## src/shared/icusm_pkg.sv

```systemverilog
// Purpose: constants for the serial mask, low-battery routing and
//          software interrupt block
// Assumes: 32-bit APB, word-aligned registers
// Notes:   register byte address is four times the register index
package icusm_pkg;

    // --------------------------------------------------------------
    // bus and data widths
    // --------------------------------------------------------------
    localparam int ADDR_W = 32;
    localparam int DATA_W = 32;
    localparam int REG_W  = 16;
    localparam int SER_W  = 14;
    localparam int EVT_W  = 3;

    // --------------------------------------------------------------
    // register indices and byte addresses
    // --------------------------------------------------------------
    localparam logic [31:0] SER_MASK_IDX = 32'h0B000096;
    localparam logic [31:0] ROUTE_IDX    = 32'h0B000098;
    localparam logic [31:0] SOFT_IDX     = 32'h0B00009A;
    localparam logic [31:0] EVT_STAT_IDX = 32'h0B00009C;
    localparam logic [31:0] EVT_MASK_IDX = 32'h0B00009E;
    localparam logic [31:0] SER_PEND_IDX = 32'h0B0000A0;

    localparam logic [31:0] SER_MASK_ADDR = {SER_MASK_IDX[29:0], 2'b00};
    localparam logic [31:0] ROUTE_ADDR    = {ROUTE_IDX[29:0], 2'b00};
    localparam logic [31:0] SOFT_ADDR     = {SOFT_IDX[29:0], 2'b00};
    localparam logic [31:0] EVT_STAT_ADDR = {EVT_STAT_IDX[29:0], 2'b00};
    localparam logic [31:0] EVT_MASK_ADDR = {EVT_MASK_IDX[29:0], 2'b00};
    localparam logic [31:0] SER_PEND_ADDR = {SER_PEND_IDX[29:0], 2'b00};

    // --------------------------------------------------------------
    // serial mask field positions
    // --------------------------------------------------------------
    localparam int DBG_RX_ERROR_BIT    = 13;
    localparam int DBG_RX_DONE_BIT     = 12;
    localparam int DBG_TX_DONE_BIT     = 11;
    localparam int BREAK_DETECT_BIT    = 10;
    localparam int FRAMING_ERR_BIT     = 9;
    localparam int CARRIER_DET_BIT     = 8;
    localparam int DATA_SET_RDY_BIT    = 7;
    localparam int CLEAR_TO_SEND_BIT   = 6;
    localparam int CHAR_LOST_BIT       = 5;
    localparam int CHAR_RECEIVED_BIT   = 4;
    localparam int RX_DMA_TWO_PAGE_BIT = 3;
    localparam int RX_DMA_ONE_PAGE_BIT = 2;
    localparam int TX_DMA_TWO_PAGE_BIT = 1;
    localparam int TX_DMA_ONE_PAGE_BIT = 0;

    // --------------------------------------------------------------
    // single-bit fields and event status layout
    // --------------------------------------------------------------
    localparam int LOW_BATT_ROUTE_BIT = 0;
    localparam int SW_IRQ_SET_BIT     = 0;
    localparam int EVT_LOW_BATT_BIT   = 0;
    localparam int EVT_SERIAL_BIT     = 1;
    localparam int EVT_SOFT_BIT       = 2;

    // --------------------------------------------------------------
    // reset values
    // --------------------------------------------------------------
    localparam logic [SER_W-1:0] SER_MASK_RST = 14'h0000;
    localparam logic             ROUTE_RST    = 1'b0;
    localparam logic             SOFT_RST     = 1'b0;
    localparam logic [EVT_W-1:0] EVT_RST      = 3'h0;

endpackage : icusm_pkg

```

## src/icusm_top.sv

```systemverilog
// Purpose: serial second-level mask, low-battery routing and software
//          interrupt, with an APB register slave
// Assumes: serial pending levels share clock_i; low battery is a pin
// Notes:   one wait state on every APB access
module icusm_top
    import icusm_pkg::*;
(
    // clock and reset
    input  wire logic              clock_i,
    input  wire logic              resetn_i,
    // apb slave
    input  wire logic              psel_i,
    input  wire logic              penable_i,
    input  wire logic              pwrite_i,
    input  wire logic [ADDR_W-1:0] paddr_i,
    input  wire logic [DATA_W-1:0] pwdata_i,
    input  wire logic [3:0]        pstrb_i,
    output logic      [DATA_W-1:0] prdata_o,
    output logic                   pready_o,
    output logic                   pslverr_o,
    // serial unit sources and low battery pin
    input  wire logic [SER_W-1:0]  serial_pend_i,
    input  wire logic              low_batt_i,
    // core interrupt lines
    output logic                   nmi_o,
    output logic                   cpu_irq_line_zero_o,
    output logic                   serial_irq_o,
    output logic                   irq_o
);

    // --------------------------------------------------------------
    // state
    // --------------------------------------------------------------
    logic [SER_W-1:0]  ser_mask_reg,  ser_mask_next;
    logic              route_reg,     route_next;
    logic              soft_reg,      soft_next;
    logic [EVT_W-1:0]  evt_stat_reg,  evt_stat_next;
    logic [EVT_W-1:0]  evt_mask_reg,  evt_mask_next;
    logic [DATA_W-1:0] prdata_reg,    prdata_next;
    logic              pready_reg,    pready_next;
    logic              pslverr_reg,   pslverr_next;
    logic              nmi_reg,       nmi_next;
    logic              line0_reg,     line0_next;
    logic              ser_irq_reg,   ser_irq_next;
    logic              irq_reg,       irq_next;
    logic              batt_dly_reg;
    logic              low_batt_lvl;
    logic [SER_W-1:0]  ser_gated;
    logic              access_w;
    logic              take_w;
    logic              mapped_w;

    // --------------------------------------------------------------
    // helpers
    // --------------------------------------------------------------
    function automatic logic [REG_W-1:0] lane_merge(
        input logic [REG_W-1:0]  old_v,
        input logic [DATA_W-1:0] wdata,
        input logic [3:0]        strb
    );
        logic [REG_W-1:0] res;
        res = old_v;
        if (strb[0]) begin
            res[7:0] = wdata[7:0];
        end
        if (strb[1]) begin
            res[15:8] = wdata[15:8];
        end
        return res;
    endfunction

    function automatic logic is_mapped(input logic [ADDR_W-1:0] a);
        return (a == SER_MASK_ADDR) || (a == ROUTE_ADDR) ||
               (a == SOFT_ADDR) || (a == EVT_STAT_ADDR) ||
               (a == EVT_MASK_ADDR) || (a == SER_PEND_ADDR);
    endfunction

    // --------------------------------------------------------------
    // low battery pin synchroniser
    // --------------------------------------------------------------
    icusm_sync #(
        .W (1)
    ) u_batt_sync (
        .clock_i  (clock_i),
        .resetn_i (resetn_i),
        .async_i  (low_batt_i),
        .level_o  (low_batt_lvl)
    );

    // --------------------------------------------------------------
    // serial gating
    // --------------------------------------------------------------
    // and-or gating
    genvar g;
    generate
        for (g = 0; g < SER_W; g++) begin : g_gate
            assign ser_gated[g] = serial_pend_i[g] & ser_mask_reg[g];
        end
    endgenerate

    // --------------------------------------------------------------
    // apb access
    // --------------------------------------------------------------
    // one wait state so read data and error come straight from flops
    assign access_w = psel_i && penable_i && !pready_reg;
    assign take_w   = psel_i && penable_i && pready_reg;
    assign mapped_w = is_mapped(paddr_i);

    always_comb begin
        logic [REG_W-1:0] merged;
        merged        = '0;
        ser_mask_next = ser_mask_reg;
        route_next    = route_reg;
        soft_next     = soft_reg;
        evt_mask_next = evt_mask_reg;
        prdata_next   = prdata_reg;
        pready_next   = access_w;
        pslverr_next  = access_w && !mapped_w;
        if (access_w) begin
            prdata_next = '0;
            if (!pwrite_i) begin
                case (paddr_i)
                    SER_MASK_ADDR: prdata_next[SER_W-1:0] = ser_mask_reg;
                    ROUTE_ADDR:    prdata_next[0] = route_reg;
                    SOFT_ADDR:     prdata_next[0] = soft_reg;
                    EVT_STAT_ADDR: prdata_next[EVT_W-1:0] = evt_stat_reg;
                    EVT_MASK_ADDR: prdata_next[EVT_W-1:0] = evt_mask_reg;
                    SER_PEND_ADDR: prdata_next[SER_W-1:0] = serial_pend_i;
                    default:       prdata_next = '0;
                endcase
            end
        end
        if (take_w && pwrite_i) begin
            case (paddr_i)
                SER_MASK_ADDR: begin
                    merged = lane_merge({2'b00, ser_mask_reg},
                                        pwdata_i, pstrb_i);
                    ser_mask_next = merged[SER_W-1:0];
                end
                ROUTE_ADDR: begin
                    merged     = lane_merge({15'h0000, route_reg},
                                            pwdata_i, pstrb_i);
                    route_next = merged[LOW_BATT_ROUTE_BIT];
                end
                SOFT_ADDR: begin
                    merged    = lane_merge({15'h0000, soft_reg},
                                           pwdata_i, pstrb_i);
                    soft_next = merged[SW_IRQ_SET_BIT];
                end
                EVT_MASK_ADDR: begin
                    merged        = lane_merge({13'h0000, evt_mask_reg},
                                               pwdata_i, pstrb_i);
                    evt_mask_next = merged[EVT_W-1:0];
                end
                default: begin
                    merged = '0;
                end
            endcase
        end
    end

    // --------------------------------------------------------------
    // interrupt outputs and event status
    // --------------------------------------------------------------
    always_comb begin
        logic [EVT_W-1:0] evt_set;
        logic [EVT_W-1:0] evt_clr;
        evt_set = '0;
        evt_clr = '0;
        ser_irq_next = |ser_gated;
        nmi_next   = low_batt_lvl && !route_reg;
        line0_next = (low_batt_lvl && route_reg) || soft_reg;
        evt_set[EVT_LOW_BATT_BIT] = low_batt_lvl && !batt_dly_reg;
        evt_set[EVT_SERIAL_BIT]   = ser_irq_next && !ser_irq_reg;
        evt_set[EVT_SOFT_BIT]     = soft_next && !soft_reg;
        if (take_w && pwrite_i && (paddr_i == EVT_STAT_ADDR) &&
            pstrb_i[0]) begin
            evt_clr = pwdata_i[EVT_W-1:0];
        end
        // set wins over a clear in the same cycle
        evt_stat_next = (evt_stat_reg & ~evt_clr) | evt_set;
        irq_next      = |(evt_stat_next & evt_mask_next);
    end

    always_ff @(posedge clock_i or negedge resetn_i) begin
        if (!resetn_i) begin
            ser_mask_reg <= SER_MASK_RST;
            route_reg    <= ROUTE_RST;
            soft_reg     <= SOFT_RST;
            evt_stat_reg <= EVT_RST;
            evt_mask_reg <= EVT_RST;
            prdata_reg   <= '0;
            pready_reg   <= 1'b0;
            pslverr_reg  <= 1'b0;
            nmi_reg      <= 1'b0;
            line0_reg    <= 1'b0;
            ser_irq_reg  <= 1'b0;
            irq_reg      <= 1'b0;
            batt_dly_reg <= 1'b0;
        end else begin
            ser_mask_reg <= ser_mask_next;
            route_reg    <= route_next;
            soft_reg     <= soft_next;
            evt_stat_reg <= evt_stat_next;
            evt_mask_reg <= evt_mask_next;
            prdata_reg   <= prdata_next;
            pready_reg   <= pready_next;
            pslverr_reg  <= pslverr_next;
            nmi_reg      <= nmi_next;
            line0_reg    <= line0_next;
            ser_irq_reg  <= ser_irq_next;
            irq_reg      <= irq_next;
            batt_dly_reg <= low_batt_lvl;
        end
    end

    assign prdata_o            = prdata_reg;
    assign pready_o            = pready_reg;
    assign pslverr_o           = pslverr_reg;
    assign nmi_o               = nmi_reg;
    assign cpu_irq_line_zero_o = line0_reg;
    assign serial_irq_o        = ser_irq_reg;
    assign irq_o               = irq_reg;

    // --------------------------------------------------------------
    // checks
    // --------------------------------------------------------------
    dbg_err_gate_a: assert property (
        @(posedge clock_i) disable iff (!resetn_i)
        (!ser_mask_reg[DBG_RX_ERROR_BIT] && serial_pend_i == 14'h2000)
        |=> !serial_irq_o)
        else $error("masked debug error reached the core");

    break_pass_a: assert property (
        @(posedge clock_i) disable iff (!resetn_i)
        (ser_mask_reg[BREAK_DETECT_BIT] && serial_pend_i[BREAK_DETECT_BIT])
        |=> serial_irq_o)
        else $error("enabled break event not passed");

    modem_pass_a: assert property (
        @(posedge clock_i) disable iff (!resetn_i)
        (ser_mask_reg[CARRIER_DET_BIT] && serial_pend_i[CARRIER_DET_BIT])
        |=> serial_irq_o)
        else $error("enabled carrier event not passed");

    char_lost_block_a: assert property (
        @(posedge clock_i) disable iff (!resetn_i)
        (!ser_mask_reg[CHAR_LOST_BIT] && serial_pend_i == 14'h0020)
        |=> !serial_irq_o)
        else $error("masked character lost reached the core");

    serial_gate_a: assert property (
        @(posedge clock_i) disable iff (!resetn_i)
        (ser_gated == '0) |=> !serial_irq_o)
        else $error("serial request without unmasked source");

    reset_clear_a: assert property (
        @(posedge clock_i) disable iff (!resetn_i)
        $rose(resetn_i) |-> (ser_mask_reg == '0 && !route_reg))
        else $error("mask or route not zero after reset");

    reserved_zero_a: assert property (
        @(posedge clock_i) disable iff (!resetn_i)
        pready_o |-> (prdata_o[DATA_W-1:REG_W] == '0))
        else $error("reserved bits read nonzero");

    route_cpu_irq_line_zero_a: assert property (
        @(posedge clock_i) disable iff (!resetn_i)
        (low_batt_lvl && route_reg) |=> (cpu_irq_line_zero_o && !nmi_o))
        else $error("low battery not on line zero");

    route_nmi_a: assert property (
        @(posedge clock_i) disable iff (!resetn_i)
        (low_batt_lvl && !route_reg) |=> nmi_o)
        else $error("low battery not on nmi");

    soft_set_a: assert property (
        @(posedge clock_i) disable iff (!resetn_i)
        (take_w && pwrite_i && paddr_i == SOFT_ADDR && pstrb_i[0] &&
         pwdata_i[0]) |=> soft_reg ##1 cpu_irq_line_zero_o)
        else $error("software interrupt did not reach line zero");

endmodule // icusm_top

```

## src/icusm_sync.sv

```systemverilog
// Purpose: three-stage synchroniser for pin inputs
// Assumes: inputs are asynchronous to clock_i
// Notes:   output moves only when stages two and three agree
module icusm_sync #(
    parameter int W = 1
) (
    // clock and reset
    input  wire logic         clock_i,
    input  wire logic         resetn_i,
    // pin side and synchronised side
    input  wire logic [W-1:0] async_i,
    output logic      [W-1:0] level_o
);

    logic [W-1:0] s1_reg;
    logic [W-1:0] s2_reg;
    logic [W-1:0] s3_reg;
    logic [W-1:0] level_reg;
    logic [W-1:0] level_next;

    // --------------------------------------------------------------
    // agreement filter
    // --------------------------------------------------------------
    // first stage feeds only the second, to keep metastability contained
    always_comb begin
        level_next = level_reg;
        if (s2_reg == s3_reg) begin
            level_next = s3_reg;
        end
    end

    always_ff @(posedge clock_i or negedge resetn_i) begin
        if (!resetn_i) begin
            s1_reg    <= '0;
            s2_reg    <= '0;
            s3_reg    <= '0;
            level_reg <= '0;
        end else begin
            s1_reg    <= async_i;
            s2_reg    <= s1_reg;
            s3_reg    <= s2_reg;
            level_reg <= level_next;
        end
    end

    assign level_o = level_reg;

endmodule // icusm_sync

```

## config.mk

```make
export PLATFORM = sky130hd
export DESIGN_NAME = icusm_top
export DESIGN_NICKNAME = d
export VERILOG_FILES = /design/src/shared/icusm_pkg.sv /design/src/icusm_top.sv /design/src/icusm_sync.sv
export SDC_FILE = /design/constraint.sdc
export NUM_CORES = 1
export LEC_CHECK = 0
export ABC_AREA = 1
export BUFFER_PORTS_ARGS = -buffer_cell sky130_fd_sc_hd__buf_2
export CAP_MARGIN = 20
export CORE_MARGIN = 2
export CORE_UTILIZATION = 43
export CTS_CLUSTER_DIAMETER = 40
export CTS_CLUSTER_SIZE = 8
export DETAILED_ROUTE_END_ITERATION = 7
export PLACE_DENSITY = 0.74
export SLEW_MARGIN = 5
export SYNTH_ARGS = -nofsm -noshare
export SYNTH_HDL_FRONTEND = slang
export SYNTH_SLANG_ARGS = --single-unit
```

## constraint.sdc

```tcl
create_clock -name clock_i -period 1.3 [get_ports clock_i]
set_clock_uncertainty 0.1 [all_clocks]
set_input_delay 0.065 -clock clock_i [delete_from_list [all_inputs] [get_ports clock_i]]
set_output_delay 0.065 -clock clock_i [all_outputs]
set_load 0.02 [all_outputs]
```

Word-level counts from Yosys, hierarchy flattened

Cells that the tools add are included.

Reduce and logical (&&, ||, !) cells: 29
Mux-type cells: 11
Equality and inequality tests: 7
Bitwise gates (word level): 18

Operator list:

| cell                                                              | number |
|---|---|
| 32-bit by 30-bit == test with 1-bit output, second input constant | 6 |
| 11-bit case mux with 2 select lines                               | 1 |
| 1-bit bitwise AND                                                 | 14 |
| 14-bit 2-to-1 mux                                                 | 1 |
| 14-bit OR reduction                                               | 1 |
| 1-bit logical AND                                                 | 12 |
| 3-bit 2-to-1 mux                                                  | 4 |
| 3-bit AND reduction                                               | 3 |
| 2-bit case mux with 4 select lines                                | 1 |
| 3-bit bitwise AND                                                 | 2 |
| 1-bit logical NOT                                                 | 6 |
| 1-bit logical OR                                                  | 6 |
| 1-bit case mux with 6 select lines                                | 1 |
| 1-bit 2-to-1 mux                                                  | 3 |
| 3-bit NOT                                                         | 1 |
| 3-bit bitwise OR                                                  | 1 |
| 3-bit OR reduction                                                | 1 |
| 1-bit == test                                                     | 1 |

Output and inout bits: 38
Flip-flop bits (word level): 65
Logic and storage cells: 83
Input port bits: 88

Logic depth before layout (Yosys ltp)

Depth in word-level cells: 11
Gate-level depth with buffers: 13
Gate-level depth less buffers: 12

Hierarchy

From an unflattened synthesis, not the netlist that was laid out.

Cells, all modules: 388
Area total of the unflattened synthesis: 2760.1 sq um

Modules (own cells, without submodules):

| module     | sequential area each (sq um) | instances | cells each | area an instance (sq um) |
|---|---|---|---|---|
| icusm_top  | 1076.0                       | 1         | 380        | 2643.8 |
| icusm_sync | 100.1                        | 1         | 8          | 116.4 |

Worst setup path before layout

Ideal clock, no wire load.

Kind: reg-to-reg
Start: reg pready_reg (netlist: pready_o)
End: reg route_reg
Stages on the path, launching flop included: 9
Period minus slack after synthesis: 1.551 ns
Library setup time: 0.120 ns
Arrival time: 1.331 ns
Required time: 1.080 ns
Path slack: -0.251 ns
Cell sequence: dfrtp_1 > nand4_1 > inv_1 > nand2_1 > inv_1 > buf_4 > nand2_1 > o21ai_0 > inv_1

Word-level cells in the longest chain between the ends: 3

Ends and longest elaborated chain:

| item                                 | line             | text |
|---|---|---|
| start: declaration                   | icusm_top.sv:40  | `logic pready_reg, pready_next;` |
| start signal: assignment             | icusm_top.sv:207 | `pready_reg <= pready_next;` |
| 1-bit logical AND                    | icusm_top.sv:106 | `assign take_w = psel_i && penable_i && pready_reg;` |
| 1-bit logical AND                    | icusm_top.sv:133 | `if (take_w && pwrite_i) begin` |
| 3-bit AND reduction (no source line) | n/a              |  |
| end signal: assignment               | icusm_top.sv:202 | `route_reg <= route_next;` |
| end: declaration                     | icusm_top.sv:35  | `logic route_reg, route_next;` |

Every way passes these cells.
A chain may end at the register's enable or synchronous reset.

Worst setup path after layout

Start: reg pready_reg (netlist: pready_o)
End: reg irq_reg (netlist: irq_o)

Word-level cells in the longest chain between the ends: 10

Ends and longest elaborated chain:

| item                            | line                               | text |
|---|---|---|
| 1-bit logical AND (*)           | icusm_top.sv:106                   |  |
| 1-bit logical AND (*)           | icusm_top.sv:133, icusm_top.sv:176 |  |
| 1-bit logical AND (2 in series) | icusm_top.sv:176                   | `if (take_w && pwrite_i && (paddr_i == EVT_STAT_ADDR) &&` |
| 3-bit 2-to-1 mux                | icusm_top.sv:176                   |  |
| 3-bit NOT                       | icusm_top.sv:181                   | `evt_stat_next = (evt_stat_reg & ~evt_clr) \| evt_set;` |
| 3-bit bitwise AND               | icusm_top.sv:181                   |  |
| 3-bit bitwise OR (*)            | icusm_top.sv:181                   |  |
| via evt_stat_next[2]            | icusm_top.sv:37                    | `logic [EVT_W-1:0] evt_stat_reg, evt_stat_next;` |
| 3-bit bitwise AND (*)           | icusm_top.sv:182                   | `irq_next = \|(evt_stat_next & evt_mask_next);` |
| 3-bit OR reduction (*)          | icusm_top.sv:182                   |  |
| via irq_next                    | icusm_top.sv:45                    | `logic irq_reg, irq_next;` |
| end signal: assignment          | icusm_top.sv:212                   | `irq_reg <= irq_next;` |
| end: declaration                | icusm_top.sv:45                    |  |

Mark *: on every way through the listed nets, which the timed path passes. The rest lies on a longest branch.

==> metrics <==
status=finished with violations; failing checks=negative hold slack, negative setup slack; die span in y=85.0 µm; Hold Crit Start=serial_pend_i[5]; Initial Util=0.444; final setup margin=-0.138 ns; clk_lat worst skew=0.30 ns; n_diodes=0; clock-pin slew on the worst setup and hold paths=0.09 ns; kind of critical path=flip-flop to flip-flop; worst-path fanout max=7; CP endpoint kind=flip-flop; area leader, netlist=dfrtp_1; DR iter-0 viols=128; reg-to-reg critical path startpoint=pready_o; R2R setup slack=-0.14 ns; hold_ws=-0.00173 ns; post-synthesis cell count=395; fin area=3930 µm²; CTS tree=yes; Critical Path AT=1.53 ns; Synth Register Bits=47; Max Freq=695 MHz; final WL=7180 µm; Post-Layout Cell Count=617; initial antenna violation count=0; Placer Congestion=0.861; Layout area overhead=39.5%; Nets=627; vias=2825; die area=7220 µm²; CTS sink cnt=47; Setup Viol. Count Final=17; clk root buf=clkbuf_8; Final ANT Viol Nets=0; Leak=2.25 nW; vias in the first global route=2766; Synth Warn #=0; Hold Path End=prdata_o[5]; Max VDD drop=0.000699 V; mapped cell area=2820 µm²; Remaining DRCs=0; Post-synth ARST share=1.00; min Tclk post-route=1.44 ns; dpl hpwl=5360 µm; Crit Reg-Reg Endpoint=irq_o; CP required=1.39 ns; top cells by area, synth=dfrtp_1 (42%), nand2_1 (21%), nand3_1 (5.7%), buf_4 (5.3%), inv_1 (5.3%); Placed Cells=587; first-pass GRT wire length=12300 µm; Num CTS Buffers=5; Yosys top cell area share=0.417; Yosys cell types=27; Core Util, Final=0.620; Final Max Slew Viols=0; Core ar.=6350 µm²; Reg2Reg Depth=9; fin crit share=1.11; Max Cap Viol=0; synthesized area per cell=7.14 µm²; port bufs=87; Startpoint Class=flip-flop; worst slack at placement=-0.148 ns; Post-synth top cells=nand2_1 (160), dfrtp_1 (47), inv_1 (40); setup TNS=-1.24 ns; CTS H-tree depth=2; Top-Level Pins=126; Placed Area=3510 µm²; Post-synth top flop=dfrtp_1; Seq/Total Area, Yosys=0.417; drt wl/cell=11.6 µm; GRT Util Overall=0.210; RSZ-0062 raised after global routing=true; row count=29; Min-Delay Path Class=input pin to flip-flop; number of enable flip-flop cells after synthesis=0; Power per Cell Area=709 nW/µm²; worst hold stages=5; largest net degree at the start of global routing=48; most common cell in the synthesized netlist=nand2_1; total gr overflow=0; share of cells above drive strength 1=0.365; 1st-pass router iterations=5; DIE WIDTH=85.0 µm; Longest Clk Path Bufs=2; vias per cell=4.58; Power, Total=2.79 mW; Final Hold Fails=1
## how the worst max path moves through the flow
stage / start / end / slack (ns) / cells past startpoint
floorplan: pready_o / route_reg / -0.05 / 8
global placement: paddr_i[15] / ser_mask_reg[8] / -0.13 / 11
detailed placement: paddr_i[15] / ser_mask_reg[8] / -0.15 / 11
CTS: pready_o / irq_o / -0.09 / 9
global route: pready_o / irq_o / -0.22 / 9
finish: pready_o / irq_o / -0.14 / 9
## cell type report
type	instances	area, µm²
clock buffers	6	82.6
clock inverters	2	16.3
fillers	546	2420
inverters	43	179
multi-input cells	297	1450
flip-flops and latches	47	1180
well taps	77	96.3
repair buffers	145	937
## cells by family after synthesis
| family | Yosys count | synth area share |
|---|---|---|
| buffers and inverters | 69 | 0.132 |
| AO/OA/AOI/OAI | 13 | 0.0320 |
| AND/OR/NAND/NOR | 264 | 0.414 |
| flip-flops | 47 | 0.417 |
| other | 1 | 0.00133 |
| adder cells (fa/ha/maj) | 1 | 0.00355 |
## critical path: stages, from the launching register on
cell	delay [ns]
dfrtp_2	0.38
nand4_1	0.18
inv_2	0.14
nand2_4	0.08
inv_8	0.09
nand3_2	0.08
nand2_1	0.08
nand2_1	0.06
nand2_1	0.07
nand3_1	0.06
## where the power goes
| group | switching (mW) | internal, mW | total [mW] |
|---|---|---|---|
| logic | 0.213 | 0.157 | 0.371 |
| clock network | 0.504 | 0.434 | 0.938 |
| registers | 0.00648 | 1.47 | 1.48 |
| total | 0.723 | 2.07 | 2.79 |
## layout by cell type, fill, tap and decap left out, types with 2 or more instances in the layout
master,netlist,layout
buf_6,2,3
nand2_2,7,16
inv_1,40,38
nor2_1,36,33
nand3_4,1,2
o21ai_0,5,3
buf_2,1,87
nand2_4,3,6
inv_2,1,2
nand2_1,160,147
nand3_2,1,4
dlygate4sd3_1,0,17
buf_4,20,37
nor3_1,2,2
o21ai_2,6,7
inv_6,2,2
clkbuf_8,0,6
conb_1,1,18
nand3_1,32,29
o22ai_1,2,2
nor2_4,3,4
nor2_2,11,13
dfrtp_1,47,46
nand4_1,6,6
## layer usage
layer | share of wire | wire [µm] | GRT usage | vias up
li1 | - | - | - | 1461
met1 | 0.45 | 3210 | 0.281 | 1254
met2 | 0.48 | 3430 | 0.347 | 96
met3 | 0.056 | 399 | 0.0350 | 14
met4 | 0.020 | 142 | 0.0664 | 0
met5 | 0 | 0 | 0 | -
## repair_timing
action | 4_1_cts | 5_1_grt
hold endpoints to repair | 69 | 0
pin swaps | 4 | 10
buffers inserted | 2 | 3
gates resized for setup | 20 | 12
endpoints found under the setup margin | 17 | 28
hold buffers | 17 | 0
cloned | 2 | 0
(Power assumes the default switching activity.)
